<file path="config.mk">
export PLATFORM = sky130hd
export DESIGN_NAME = csel_chip_select
export DESIGN_NICKNAME = d
export VERILOG_FILES = /design/src/hw/csel_pkg.sv /design/src/hw/csel_dec_if.sv /design/src/hw/csel_sync.sv /design/src/hw/csel_decode.sv /design/src/hw/csel_chip_select.sv
export SDC_FILE = /design/constraint.sdc
export NUM_CORES = 1
export LEC_CHECK = 0
export BUFFER_PORTS_ARGS = -buffer_cell sky130_fd_sc_hd__buf_2
export CAP_MARGIN = 20
export CORE_UTILIZATION = 57
export DETAILED_ROUTE_END_ITERATION = 6
export PLACE_DENSITY_LB_ADDON = 0.3
export SLEW_MARGIN = 20
export SYNTH_ARGS = -nofsm -noshare
export SYNTH_HDL_FRONTEND = slang
export SYNTH_SLANG_ARGS = --single-unit
</file>
<file path="constraint.sdc">
create_clock -name pclk -period 3.7 [get_ports pclk]
set_input_delay 0.185 -clock pclk [delete_from_list [all_inputs] [get_ports pclk]]
set_output_delay 0.185 -clock pclk [all_outputs]
set_load 0.05 [all_outputs]
</file>
<file path="src/hw/csel_pkg.sv">
// Constants and types shared by the chip-select block.
// Assumes a 20-bit processor address and a 32-bit APB register bus.
`default_nettype none

package csel_pkg;

    // ------------------------------------------------------------
    // Register byte offsets
    // ------------------------------------------------------------
    localparam logic [7:0] OFS_UPPER = 8'h00;
    localparam logic [7:0] OFS_LOWER = 8'h04;
    localparam logic [7:0] OFS_MID = 8'h08;
    localparam logic [7:0] OFS_PERI = 8'h0c;
    localparam logic [7:0] OFS_MODE = 8'h10;
    localparam logic [7:0] OFS_STATUS = 8'h14;

    // ------------------------------------------------------------
    // Field positions
    // ------------------------------------------------------------
    localparam int F_LOW = 0;
    localparam int F_EN = 7;
    localparam int F_MID_SIZE = 8;
    localparam int F_PERI_MEM = 16;
    localparam int F_P5_SEL = 17;
    localparam int F_P6_SEL = 18;
    localparam int F_ENH = 0;

    // ------------------------------------------------------------
    // Limits and fixed values
    // ------------------------------------------------------------
    localparam logic [3:0] UPPER_SIZE_MAX = 4'h8; // 1K shifted by 8 is 256K.
    localparam logic [2:0] MID_SIZE_MAX = 3'h6; // 8K shifted by 6 is 512K.
    localparam logic [15:0] COPROC_PORT = 16'h00f8; // Eight I/O bytes.
    localparam logic [1:0] STRAP_WAIT = 2'h2; // Synchroniser depth.

    // Programmed decode settings.
    typedef struct packed {
        logic up_en;
        logic [3:0] up_size;
        logic lo_en;
        logic [3:0] lo_size;
        logic mid_en;
        logic [6:0] mid_base;
        logic [2:0] mid_size;
        logic peri_en;
        logic [9:0] peri_base;
        logic peri_mem;
        logic p5_sel;
        logic p6_sel;
        logic enh;
    } csel_cfg_s;

    // The top 1K boot block is selected out of reset; all else is off.
    localparam csel_cfg_s CFG_RST = '{up_en: 1'b1, default: '0};

endpackage

`default_nettype wire

</file>
<file path="src/hw/csel_dec_if.sv">
// Interface between the chip-select top and its address decoder.
// Assumes both ends run on the same clock; the decode is combinational.
`default_nettype none

interface csel_dec_if;
    import csel_pkg::*;

    logic [19:0] addr;
    logic is_io;
    csel_cfg_s cfg;
    logic upper_hit;
    logic lower_hit;
    logic coproc_hit;
    logic [3:0] mid_hit;
    logic [6:0] peri_hit;

    modport req (output addr, is_io, cfg,
                 input upper_hit, lower_hit, coproc_hit, mid_hit, peri_hit);
    modport dec (input addr, is_io, cfg,
                 output upper_hit, lower_hit, coproc_hit, mid_hit, peri_hit);
endinterface

`default_nettype wire

</file>
<file path="src/hw/csel_sync.sv">
// Two-stage synchroniser for pin inputs.
// Assumes inputs idle high, as the pins are pulled up.
`default_nettype none

module csel_sync #(
    parameter int W = 4
) (
    input wire logic clk, // Sampling clock.
    input wire logic rst_n, // Asynchronous reset, active low.
    input wire logic [W-1:0] d, // Asynchronous inputs.
    output logic [W-1:0] q // Synchronised inputs.
);
    typedef struct packed {
        logic [W-1:0] s1;
        logic [W-1:0] s2;
    } csel_sync_s;

    csel_sync_s st_r;
    csel_sync_s st_nxt;

    // The first stage feeds only the second.
    always_comb begin
        st_nxt.s1 = d;
        st_nxt.s2 = st_r.s1;
    end

    // Both stages reset to the idle high level.
    always_ff @(posedge clk or negedge rst_n) begin
        if (!rst_n) begin
            st_r <= '1;
        end else begin
            st_r <= st_nxt;
        end
    end

    assign q = st_r.s2;

    if (W < 1) begin : g_chk
        $error("csel_sync needs a positive width.");
    end
endmodule // csel_sync

`default_nettype wire

</file>
<file path="src/hw/csel_decode.sv">
// Address decoder for upper, lower, mid-range and peripheral selects.
// Assumes the programmed settings are held stable by the top.
`default_nettype none

module csel_decode
    import csel_pkg::*;
(
    csel_dec_if.dec dif // Address in, hits out.
);
    // Mask of the low kilobyte bits covered by a block of 2^k units.
    function automatic logic [9:0] low_mask(input logic [3:0] k);
        low_mask = (10'h001 << k) - 10'h001;
    endfunction

    logic [9:0] kb;
    logic [9:0] mid_mask;
    logic [6:0] mm;
    logic [1:0] midx;
    logic mem;

    assign kb = dif.addr[19:10];
    assign mem = !dif.is_io;

    // Upper, lower and peripheral regions compare the kilobyte number, the mid range the 8K number, against its block.
    always_comb begin
        mid_mask = low_mask({1'b0, dif.cfg.mid_size});
        mm = mid_mask[6:0];
        midx = 2'(dif.addr >> (5'd11 + {2'b00, dif.cfg.mid_size}));
        dif.upper_hit = mem && dif.cfg.up_en
            && ((kb | low_mask(dif.cfg.up_size)) == 10'h3ff);
        dif.lower_hit = mem && dif.cfg.lo_en
            && ((kb & ~low_mask(dif.cfg.lo_size)) == 10'h000);
        dif.mid_hit = 4'h0;
        if (mem && dif.cfg.mid_en
            && ((dif.addr[19:13] & ~mm) == (dif.cfg.mid_base & ~mm))) begin
            dif.mid_hit = 4'h1 << midx;
        end
        dif.peri_hit = 7'h00;
        if (dif.cfg.peri_en && (kb == dif.cfg.peri_base)
            && (dif.cfg.peri_mem ? mem : dif.is_io)) begin
            dif.peri_hit = 7'h01 << dif.addr[9:7];
        end
        dif.coproc_hit = dif.is_io && (dif.addr[19:16] == 4'h0)
            && (dif.addr[15:3] == COPROC_PORT[15:3]);
    end
endmodule // csel_decode

`default_nettype wire

</file>
<file path="src/hw/csel_chip_select.sv">
// Memory and peripheral chip-select unit with APB configuration.
// Assumes bus_* inputs come from processor logic on pclk; pins are async.
//
// The address map and the APB interface to the registers are this design's own decisions.
`default_nettype none

module csel_chip_select
    import csel_pkg::*;
#(
    parameter int AW = 8
) (
    input wire logic pclk, // APB and bus clock.
    input wire logic presetn, // Asynchronous reset, active low.
    input wire logic psel, // APB select.
    input wire logic penable, // APB access phase.
    input wire logic pwrite, // APB direction, high for write.
    input wire logic [AW-1:0] paddr, // APB byte address.
    input wire logic [31:0] pwdata, // APB write data.
    output logic [31:0] prdata, // APB read data.
    output logic pready, // APB ready.
    output logic pslverr, // APB error.
    input wire logic bus_ref, // A bus reference is valid.
    input wire logic [19:0] bus_addr, // Reference address.
    input wire logic bus_is_io, // Reference is to I/O space.
    input wire logic bus_hold, // Another master holds the bus.
    output logic upper_mem_select_n_o, // Upper select level.
    output logic upper_mem_select_n_oe, // Upper select drive.
    input wire logic upper_mem_select_n_i, // Upper select pin level.
    output logic lower_mem_select_n_o, // Lower select level.
    output logic lower_mem_select_n_oe, // Lower select drive.
    input wire logic lower_mem_select_n_i, // Lower select pin level.
    output logic mid_select0_or_coproc_request_o, // Mid 0 level.
    output logic mid_select0_or_coproc_request_oe, // Mid 0 drive.
    input wire logic mid_select0_or_coproc_request_i, // Mid 0 pin level.
    output logic mid_select1_or_coproc_fault_o, // Mid 1 level.
    output logic mid_select1_or_coproc_fault_oe, // Mid 1 drive.
    input wire logic mid_select1_or_coproc_fault_i, // Mid 1 pin level.
    output logic mid_select2_n_o, // Mid 2 level.
    output logic mid_select2_n_oe, // Mid 2 drive.
    output logic mid_select3_or_coproc_select_o, // Mid 3 level.
    output logic mid_select3_or_coproc_select_oe, // Mid 3 drive.
    output logic [4:0] periph_select_n_o, // Peripheral 0 to 4 levels.
    output logic periph_select_n_oe, // Peripheral 0 to 4 drive.
    output logic periph_select5_or_addr1_o, // Pin five level.
    output logic periph_select5_or_addr1_oe, // Pin five drive.
    output logic periph_select6_or_addr2_o, // Pin six level.
    output logic periph_select6_or_addr2_oe, // Pin six drive.
    output logic select_pullup_en, // Weak strap pull-ups on.
    output logic float_test_mode, // High-impedance test mode.
    output logic coproc_xfer_request, // Coprocessor asks a transfer.
    output logic coproc_fault // Coprocessor reports an error.
);
    // ------------------------------------------------------------
    // State
    // ------------------------------------------------------------
    typedef struct packed {
        csel_cfg_s cfg;
        logic strap_done;
        logic [1:0] strap_cnt;
        logic float_mode;
        logic a1;
        logic a2;
        logic upper_mem_select_n;
        logic lower_mem_select_n;
        logic [3:0] mcs;
        logic [6:0] pcs;
        logic [31:0] prdata;
        logic pslverr;
    } csel_state_s;

    localparam csel_state_s ST_RST = '{cfg: CFG_RST, upper_mem_select_n: 1'b1, lower_mem_select_n: 1'b1,
        mcs: 4'hf, pcs: 7'h7f, default: '0};

    csel_state_s st_r;
    csel_state_s st_nxt;
    logic [3:0] pin_s;
    logic live;
    logic drive;
    logic enh;

    // Size codes beyond the largest block are held at the largest.
    function automatic logic [3:0] clamp_size(input logic [3:0] k);
        clamp_size = (k > UPPER_SIZE_MAX) ? UPPER_SIZE_MAX : k;
    endfunction

    if (AW < 8) begin : g_chk
        $error("csel_chip_select needs at least eight address bits.");
    end

    // ------------------------------------------------------------
    // Pin synchronisers and decoder
    // ------------------------------------------------------------
    csel_sync #(.W(4)) u_sync (
        .clk(pclk),
        .rst_n(presetn),
        .d({mid_select1_or_coproc_fault_i, mid_select0_or_coproc_request_i,
            lower_mem_select_n_i, upper_mem_select_n_i}),
        .q(pin_s)
    );

    csel_dec_if u_dif ();

    assign u_dif.addr = bus_addr;
    assign u_dif.is_io = bus_is_io;
    assign u_dif.cfg = st_r.cfg;

    csel_decode u_dec (
        .dif(u_dif.dec)
    );

    assign live = bus_ref && !bus_hold;
    assign enh = st_r.cfg.enh;

    // ------------------------------------------------------------
    // Next state
    // ------------------------------------------------------------
    always_comb begin
        st_nxt = st_r;
        if (!st_r.strap_done) begin
            if (st_r.strap_cnt == STRAP_WAIT) begin
                st_nxt.strap_done = 1'b1;
                st_nxt.float_mode = !pin_s[0] && !pin_s[1];
            end else begin
                st_nxt.strap_cnt = st_r.strap_cnt + 2'h1;
            end
        end
        if (live) begin
            st_nxt.a1 = bus_addr[1];
            st_nxt.a2 = bus_addr[2];
        end
        st_nxt.upper_mem_select_n = !(live && u_dif.upper_hit);
        st_nxt.lower_mem_select_n = !(live && u_dif.lower_hit);
        st_nxt.mcs = ~({4{live}} & u_dif.mid_hit);
        st_nxt.pcs = ~({7{live}} & u_dif.peri_hit);
        if (enh) begin
            st_nxt.mcs = {!(live && u_dif.coproc_hit), u_dif.mid_hit[2] ? !live : 1'b1,
                2'b11};
        end
        // Register reads are prepared in the setup phase.
        if (psel && !penable) begin
            st_nxt.prdata = 32'h0;
            st_nxt.pslverr = 1'b0;
            case (paddr[7:0])
                OFS_UPPER: begin
                    st_nxt.prdata[F_EN] = st_r.cfg.up_en;
                    st_nxt.prdata[F_LOW +: 4] = st_r.cfg.up_size;
                end
                OFS_LOWER: begin
                    st_nxt.prdata[F_EN] = st_r.cfg.lo_en;
                    st_nxt.prdata[F_LOW +: 4] = st_r.cfg.lo_size;
                end
                OFS_MID: begin
                    st_nxt.prdata[F_EN] = st_r.cfg.mid_en;
                    st_nxt.prdata[F_LOW +: 7] = st_r.cfg.mid_base;
                    st_nxt.prdata[F_MID_SIZE +: 3] = st_r.cfg.mid_size;
                end
                OFS_PERI: begin
                    st_nxt.prdata[F_LOW +: 10] = st_r.cfg.peri_base;
                    st_nxt.prdata[F_EN + 8] = st_r.cfg.peri_en;
                    st_nxt.prdata[F_PERI_MEM] = st_r.cfg.peri_mem;
                    st_nxt.prdata[F_P5_SEL] = st_r.cfg.p5_sel;
                    st_nxt.prdata[F_P6_SEL] = st_r.cfg.p6_sel;
                end
                OFS_MODE: begin
                    st_nxt.prdata[F_ENH] = enh;
                end
                OFS_STATUS: begin
                    st_nxt.prdata[5:0] = {bus_hold, st_r.a2, st_r.a1,
                        coproc_fault, coproc_xfer_request, st_r.float_mode};
                    st_nxt.pslverr = pwrite;
                end
                default: begin
                    st_nxt.pslverr = 1'b1;
                end
            endcase
            if (paddr[AW-1:0] > AW'(OFS_STATUS)) begin
                st_nxt.pslverr = 1'b1;
            end
        end
        // Writes take effect at the access edge.
        if (psel && penable && pwrite && !st_r.pslverr) begin
            case (paddr[7:0])
                OFS_UPPER: begin
                    st_nxt.cfg.up_en = pwdata[F_EN];
                    st_nxt.cfg.up_size = clamp_size(pwdata[F_LOW +: 4]);
                end
                OFS_LOWER: begin
                    st_nxt.cfg.lo_en = pwdata[F_EN];
                    st_nxt.cfg.lo_size = clamp_size(pwdata[F_LOW +: 4]);
                end
                OFS_MID: begin
                    st_nxt.cfg.mid_en = pwdata[F_EN];
                    st_nxt.cfg.mid_base = pwdata[F_LOW +: 7];
                    st_nxt.cfg.mid_size = (pwdata[F_MID_SIZE +: 3] > MID_SIZE_MAX)
                        ? MID_SIZE_MAX : pwdata[F_MID_SIZE +: 3];
                end
                OFS_PERI: begin
                    st_nxt.cfg.peri_base = pwdata[F_LOW +: 10];
                    st_nxt.cfg.peri_en = pwdata[F_EN + 8];
                    st_nxt.cfg.peri_mem = pwdata[F_PERI_MEM];
                    st_nxt.cfg.p5_sel = pwdata[F_P5_SEL];
                    st_nxt.cfg.p6_sel = pwdata[F_P6_SEL];
                end
                OFS_MODE: begin
                    st_nxt.cfg.enh = pwdata[F_ENH];
                end
                default: begin
                end
            endcase
        end
    end

    // All state resets to constants.
    always_ff @(posedge pclk or negedge presetn) begin
        if (!presetn) begin
            st_r <= ST_RST;
        end else begin
            st_r <= st_nxt;
        end
    end

    // ------------------------------------------------------------
    // Outputs
    // ------------------------------------------------------------
    // float all pins
    assign drive = st_r.strap_done && !st_r.float_mode;
    assign select_pullup_en = !st_r.strap_done;
    assign float_test_mode = st_r.float_mode;
    assign prdata = st_r.prdata;
    assign pready = 1'b1;
    assign pslverr = st_r.pslverr;

    assign upper_mem_select_n_o = st_r.upper_mem_select_n;
    assign upper_mem_select_n_oe = drive;
    assign lower_mem_select_n_o = st_r.lower_mem_select_n;
    assign lower_mem_select_n_oe = drive;
    assign mid_select0_or_coproc_request_o = st_r.mcs[0];
    assign mid_select0_or_coproc_request_oe = drive && !enh;
    assign mid_select1_or_coproc_fault_o = st_r.mcs[1];
    assign mid_select1_or_coproc_fault_oe = drive && !enh;
    assign coproc_xfer_request = enh && pin_s[2];
    assign coproc_fault = enh && !pin_s[3];
    assign mid_select2_n_o = st_r.mcs[2];
    assign mid_select2_n_oe = drive;
    assign mid_select3_or_coproc_select_o = st_r.mcs[3];
    assign mid_select3_or_coproc_select_oe = drive;
    assign periph_select_n_o = st_r.pcs[4:0];
    assign periph_select_n_oe = drive;
    assign periph_select5_or_addr1_o = st_r.cfg.p5_sel ? st_r.pcs[5] : st_r.a1;
    assign periph_select6_or_addr2_o = st_r.cfg.p6_sel ? st_r.pcs[6] : st_r.a2;
    assign periph_select5_or_addr1_oe = drive;
    assign periph_select6_or_addr2_oe = drive;
endmodule // csel_chip_select

`default_nettype wire

</file>
==> flow_summary.rst <==
.. list-table::
   :header-rows: 1

   * - Metric
     - Value
   * - Post-Layout Cell Count
     - 622
   * - Worst hold stages
     - 2
   * - Core outline area
     - between 8000 and 9000 um2
   * - Num Clock Sinks
     - 79
   * - Max rail drop VDD
     - 189 uV
   * - Relative area change from synthesis to final layout
     - 10.0%
   * - Number of max-slew violations in the final report
     - 0
   * - CTS-repair resized insts
     - 0
   * - Clk_lat worst skew
     - 0.35 ns
   * - Sequence of cells on the critical path
     - or2_2, or3_1, ha_1, or3_1, a21oi_1, a211oi_1, nor3_1, nand3_1
   * - Number of DRC violations after detailed-routing iteration 0
     - 197
   * - Largest net degree at the start of global routing
     - 80
   * - DPL Wire Length
     - 7.98 mm
   * - Placed Cells
     - 600
   * - Leakage power
     - 2.43 nW
   * - Detailed-route vias per instance
     - roughly 5.8
   * - Mean cell area of the mapped netlist
     - 10.5 um2
   * - Result of the run
     - finished, final reports clean
   * - FILL cells
     - 690
   * - Transition time at the pin with the least slew margin
     - ~0.9 ns
   * - Largest driver fanout on the critical path
     - 10
   * - Clock Pin Slew Worst Setup and Hold Paths
     - 0.08 ns
   * - Port-buffer cells
     - 95
   * - Routed len/inst
     - 17.7 um
   * - Proportion of layout cells with a drive suffix above 1
     - 36.8%
   * - Width of the die
     - 93.9 um
   * - Number of H-tree branching levels
     - 3
   * - F_max
     - about 400 MHz
   * - Headroom to the max-slew limit
     - approximately 39%
   * - Number of global-route vias before repair
     - around 3,500
   * - Initial cell density of the core
     - 58.9%
   * - Number of buffers added by the clock tree synthesis step
     - 9
   * - Number of enable-type register cells in the synthesized netlist
     - 0
   * - Seq/Total Area, Yosys
     - 41.6%
   * - DIE AREA
     - 8820 um2
   * - Crit-path max cell delay
     - 0.47 ns
   * - Data required time at the worst endpoint
     - 3.96 ns
   * - Yosys top cell area share
     - between 20 and 30%
   * - Most used cell, CP
     - or3_1
   * - Overall Global Routing Usage
     - 26.0%
   * - Syn Std Cell Area
     - slightly below 5000 um2
   * - Number of routed nets with antenna violations
     - 0
   * - CTS tree
     - yes
   * - Wirelength, routed
     - approximately 11 mm
   * - Ports placed on the boundary
     - between 100 and 150
   * - Nets
     - 588
   * - Critical path arrival
     - 2.73 ns
   * - Number of setup violations in the final report
     - 0
   * - Yosys synthesis warning count
     - 0
   * - Final hold violation count
     - 0
   * - Total DRC errors in the routed layout
     - 0
   * - Most common flop cell mapped by yosys
     - dfrtp_1
   * - Root Driver
     - clkbuf_8
   * - Final setup margin
     - 1.23 ns
   * - Worst Hold Margin
     - approximately 0.037 ns
   * - Critical Path Slowest Stage Cell
     - dfrtp_1
   * - Overall die height
     - ~94 um
   * - Count of unique library cells instantiated by Yosys
     - 66
   * - Register bit total from synthesis
     - 79
   * - DR pass1 iterations
     - 7
   * - Area contributors post-synth
     - dfrtp_1 (30%), dfstp_2 (12%), buf_4 (7.2%)
   * - Placed Area
     - 4990 um2
   * - Worst clock skew on the final layout
     - between 0.015 and 0.02 ns
   * - Share of the cycle needed by the critical path after routing
     - 66.8%
   * - Cell count after synthesis
     - between 400 and 500
   * - Setup slack after placement
     - 1.29 ns
   * - Number of inserted diodes
     - 0
   * - Initial antenna violation count
     - 0
   * - Unrepaired setup endpoints after global routing
     - false
   * - Fraction of registers with async set or reset after synthesis
     - 100%
   * - First-pass GRT wire length
     - approximately 17 mm
   * - Reg2reg path depth
     - 8
   * - Total vias in the final route
     - 3,607
   * - Buffers from clock root to sink, at most
     - 2
   * - Setup CP Type
     - flip-flop to flip-flop
   * - Aggregate negative setup slack
     - 0 ns
   * - Capturing element type of the critical path
     - flip-flop
   * - Tightest Hold Check Type
     - input pin to flip-flop
   * - Type of element launching the critical path
     - flip-flop
   * - Post-synth top area cell
     - dfrtp_1
   * - Final critical-path required period
     - around 2.5 ns
   * - Pwr per Cell Area
     - 359 nW/um2
   * - Number of standard-cell rows in the floorplan
     - 33
   * - # Max-Cap Violations
     - 0
   * - Design area
     - around 5300 um2
   * - Final Wtd Congestion
     - 0.838
   * - Overflow after GRT
     - 0
layout make-up:
cell class | count | area, um2 | share of cell area, %
clock inverters | 6 | 91.3 | 1.72
inverters | 12 | 45.0 | 0.851
flip-flops and latches | 79 | 2000 | 37.9
well taps | 105 | 131 | 2.48
multi-input cells | 309 | 2330 | 44.0
repair buffers | 101 | 556 | 10.5
clock buffers | 10 | 138 | 2.60
per-stage QoR:
stage / util, % / power, mW
2_1_floorplan: - / 1.12
3_3_place_gp: 61.0 / 1.17
3_5_place_dp: 61.0 / 1.18
4_1_cts: 64.3 / 1.91
5_1_grt: 64.8 / 1.98
6_report: 64.8 / 1.90
per-layer routing:
layer	up-vias	global-route usage (%)	routed length, um
met5	-	0	0
met4	0	12.1	266
met3	27	3.64	559
met2	133	42.0	5520
met1	1787	34.7	4680
li1	1660	-	-
repair_timing:
action,in CTS,in global routing
hold buffers,4,1
endpoints found under the setup margin,0,0
setup buffers,0,0
endpoints found under the hold margin,4,13
critical path, delay by kind of cell, from the launching register on:
kind / cells / cell delay, ns
DFF: 1 / 0.47
adders and majority gates: 1 / 0.34
and+or+nand+nor: 5 / 1.37
AOI/OAI and AO/OA: 2 / 0.22
sequential cells by signal, indices dropped and copies added, names as in the netlist:
signal                           flops
pslverr                              1
prdata                              15
upper_mem_select_n_o                 1
u_sync.q                             4
u_sync.st_nxt                        4
st_r                                42
float_test_mode                      1
periph_select_n_o                    5
mid_select2_n_o                      1
enh                                  1
lower_mem_select_n_o                 1
mid_select0_or_coproc_request_o      1
mid_select1_or_coproc_fault_o        1
mid_select3_or_coproc_select_o       1
power breakdown:
group	internal, mW	switching [mW]
combinational	0.0814	0.192
sequential	0.883	0.0139
clock	0.402	0.330
total	1.37	0.536
final timing paths:
kind / end / from / slack (ns)
max: upper_mem_select_n_o / st_r[85] / 1.23
min: st_r[39] / bus_addr[9] / 0.04
max reg2reg: upper_mem_select_n_o / st_r[85] / 1.23
min reg2reg: u_sync.q[2] / u_sync.st_nxt[2] / 0.36
max in group asynchronous: st_r[38] / presetn / 2.77
min in group asynchronous: float_test_mode / presetn / 0.32
cells by family (layout without fill, tap and decap cells):
| family | count (synthesis) | count (layout) | share of synthesized area, % |
|---|---|---|---|
| AO/OA/AOI/OAI | 72 | 72 | 10.1 |
| flip-flops | 79 | 79 | 41.6 |
| other | 2 | 18 | 0.156 |
| AND/OR/NAND/NOR | 134 | 134 | 15.9 |
| multiplexers | 59 | 59 | 16.0 |
| adder cells (fa/ha/maj) | 4 | 4 | 1.04 |
| XOR/XNOR | 22 | 22 | 4.00 |
| buffers and inverters | 87 | 129 | 11.2 |
synthesized netlist by cell type, types with 3 or more instances:
cell      instances
buf_2             7
o31ai_1           4
mux4_2            3
mux2_2           19
a22oi_1           4
buf_4            46
mux2_4           23
a22o_1            4
a221oi_1          3
dfstp_2          22
nor2_1           15
o221ai_1          3
nand2_1          45
o21ai_0          20
nor4_1            7
clkbuf_1         19
o21a_1            3
and2_1            3
nand2b_1          4
mux2i_1          13
a21oi_1          14
ha_1              4
nand3_1           8
or3_1             6
dfrtp_1          57
inv_1            12
nor2b_1          13
nor3_1            7
xnor2_1          19
nand4b_1          3
nand4_1           3
xor2_1            3
cells in the final DEF (no fill, tap or decap), drive strengths merged, types with 6 or more instances in the layout:
cell    synthesis  final
o21ai          20     20
conb            2     18
nor2b          13     13
nor4            9      9
nor2           17     17
inv            12     13
a21oi          14     14
buf            56     96
nand3           9      9
xnor2          19     19
mux2i          13     13
mux2           43     43
clkbuf         19     10
or3             6      6
dfstp          22     22
nor3            7      7
nand2          46     46
dfrtp          57     57
Power figures use the tool's default switching activity.
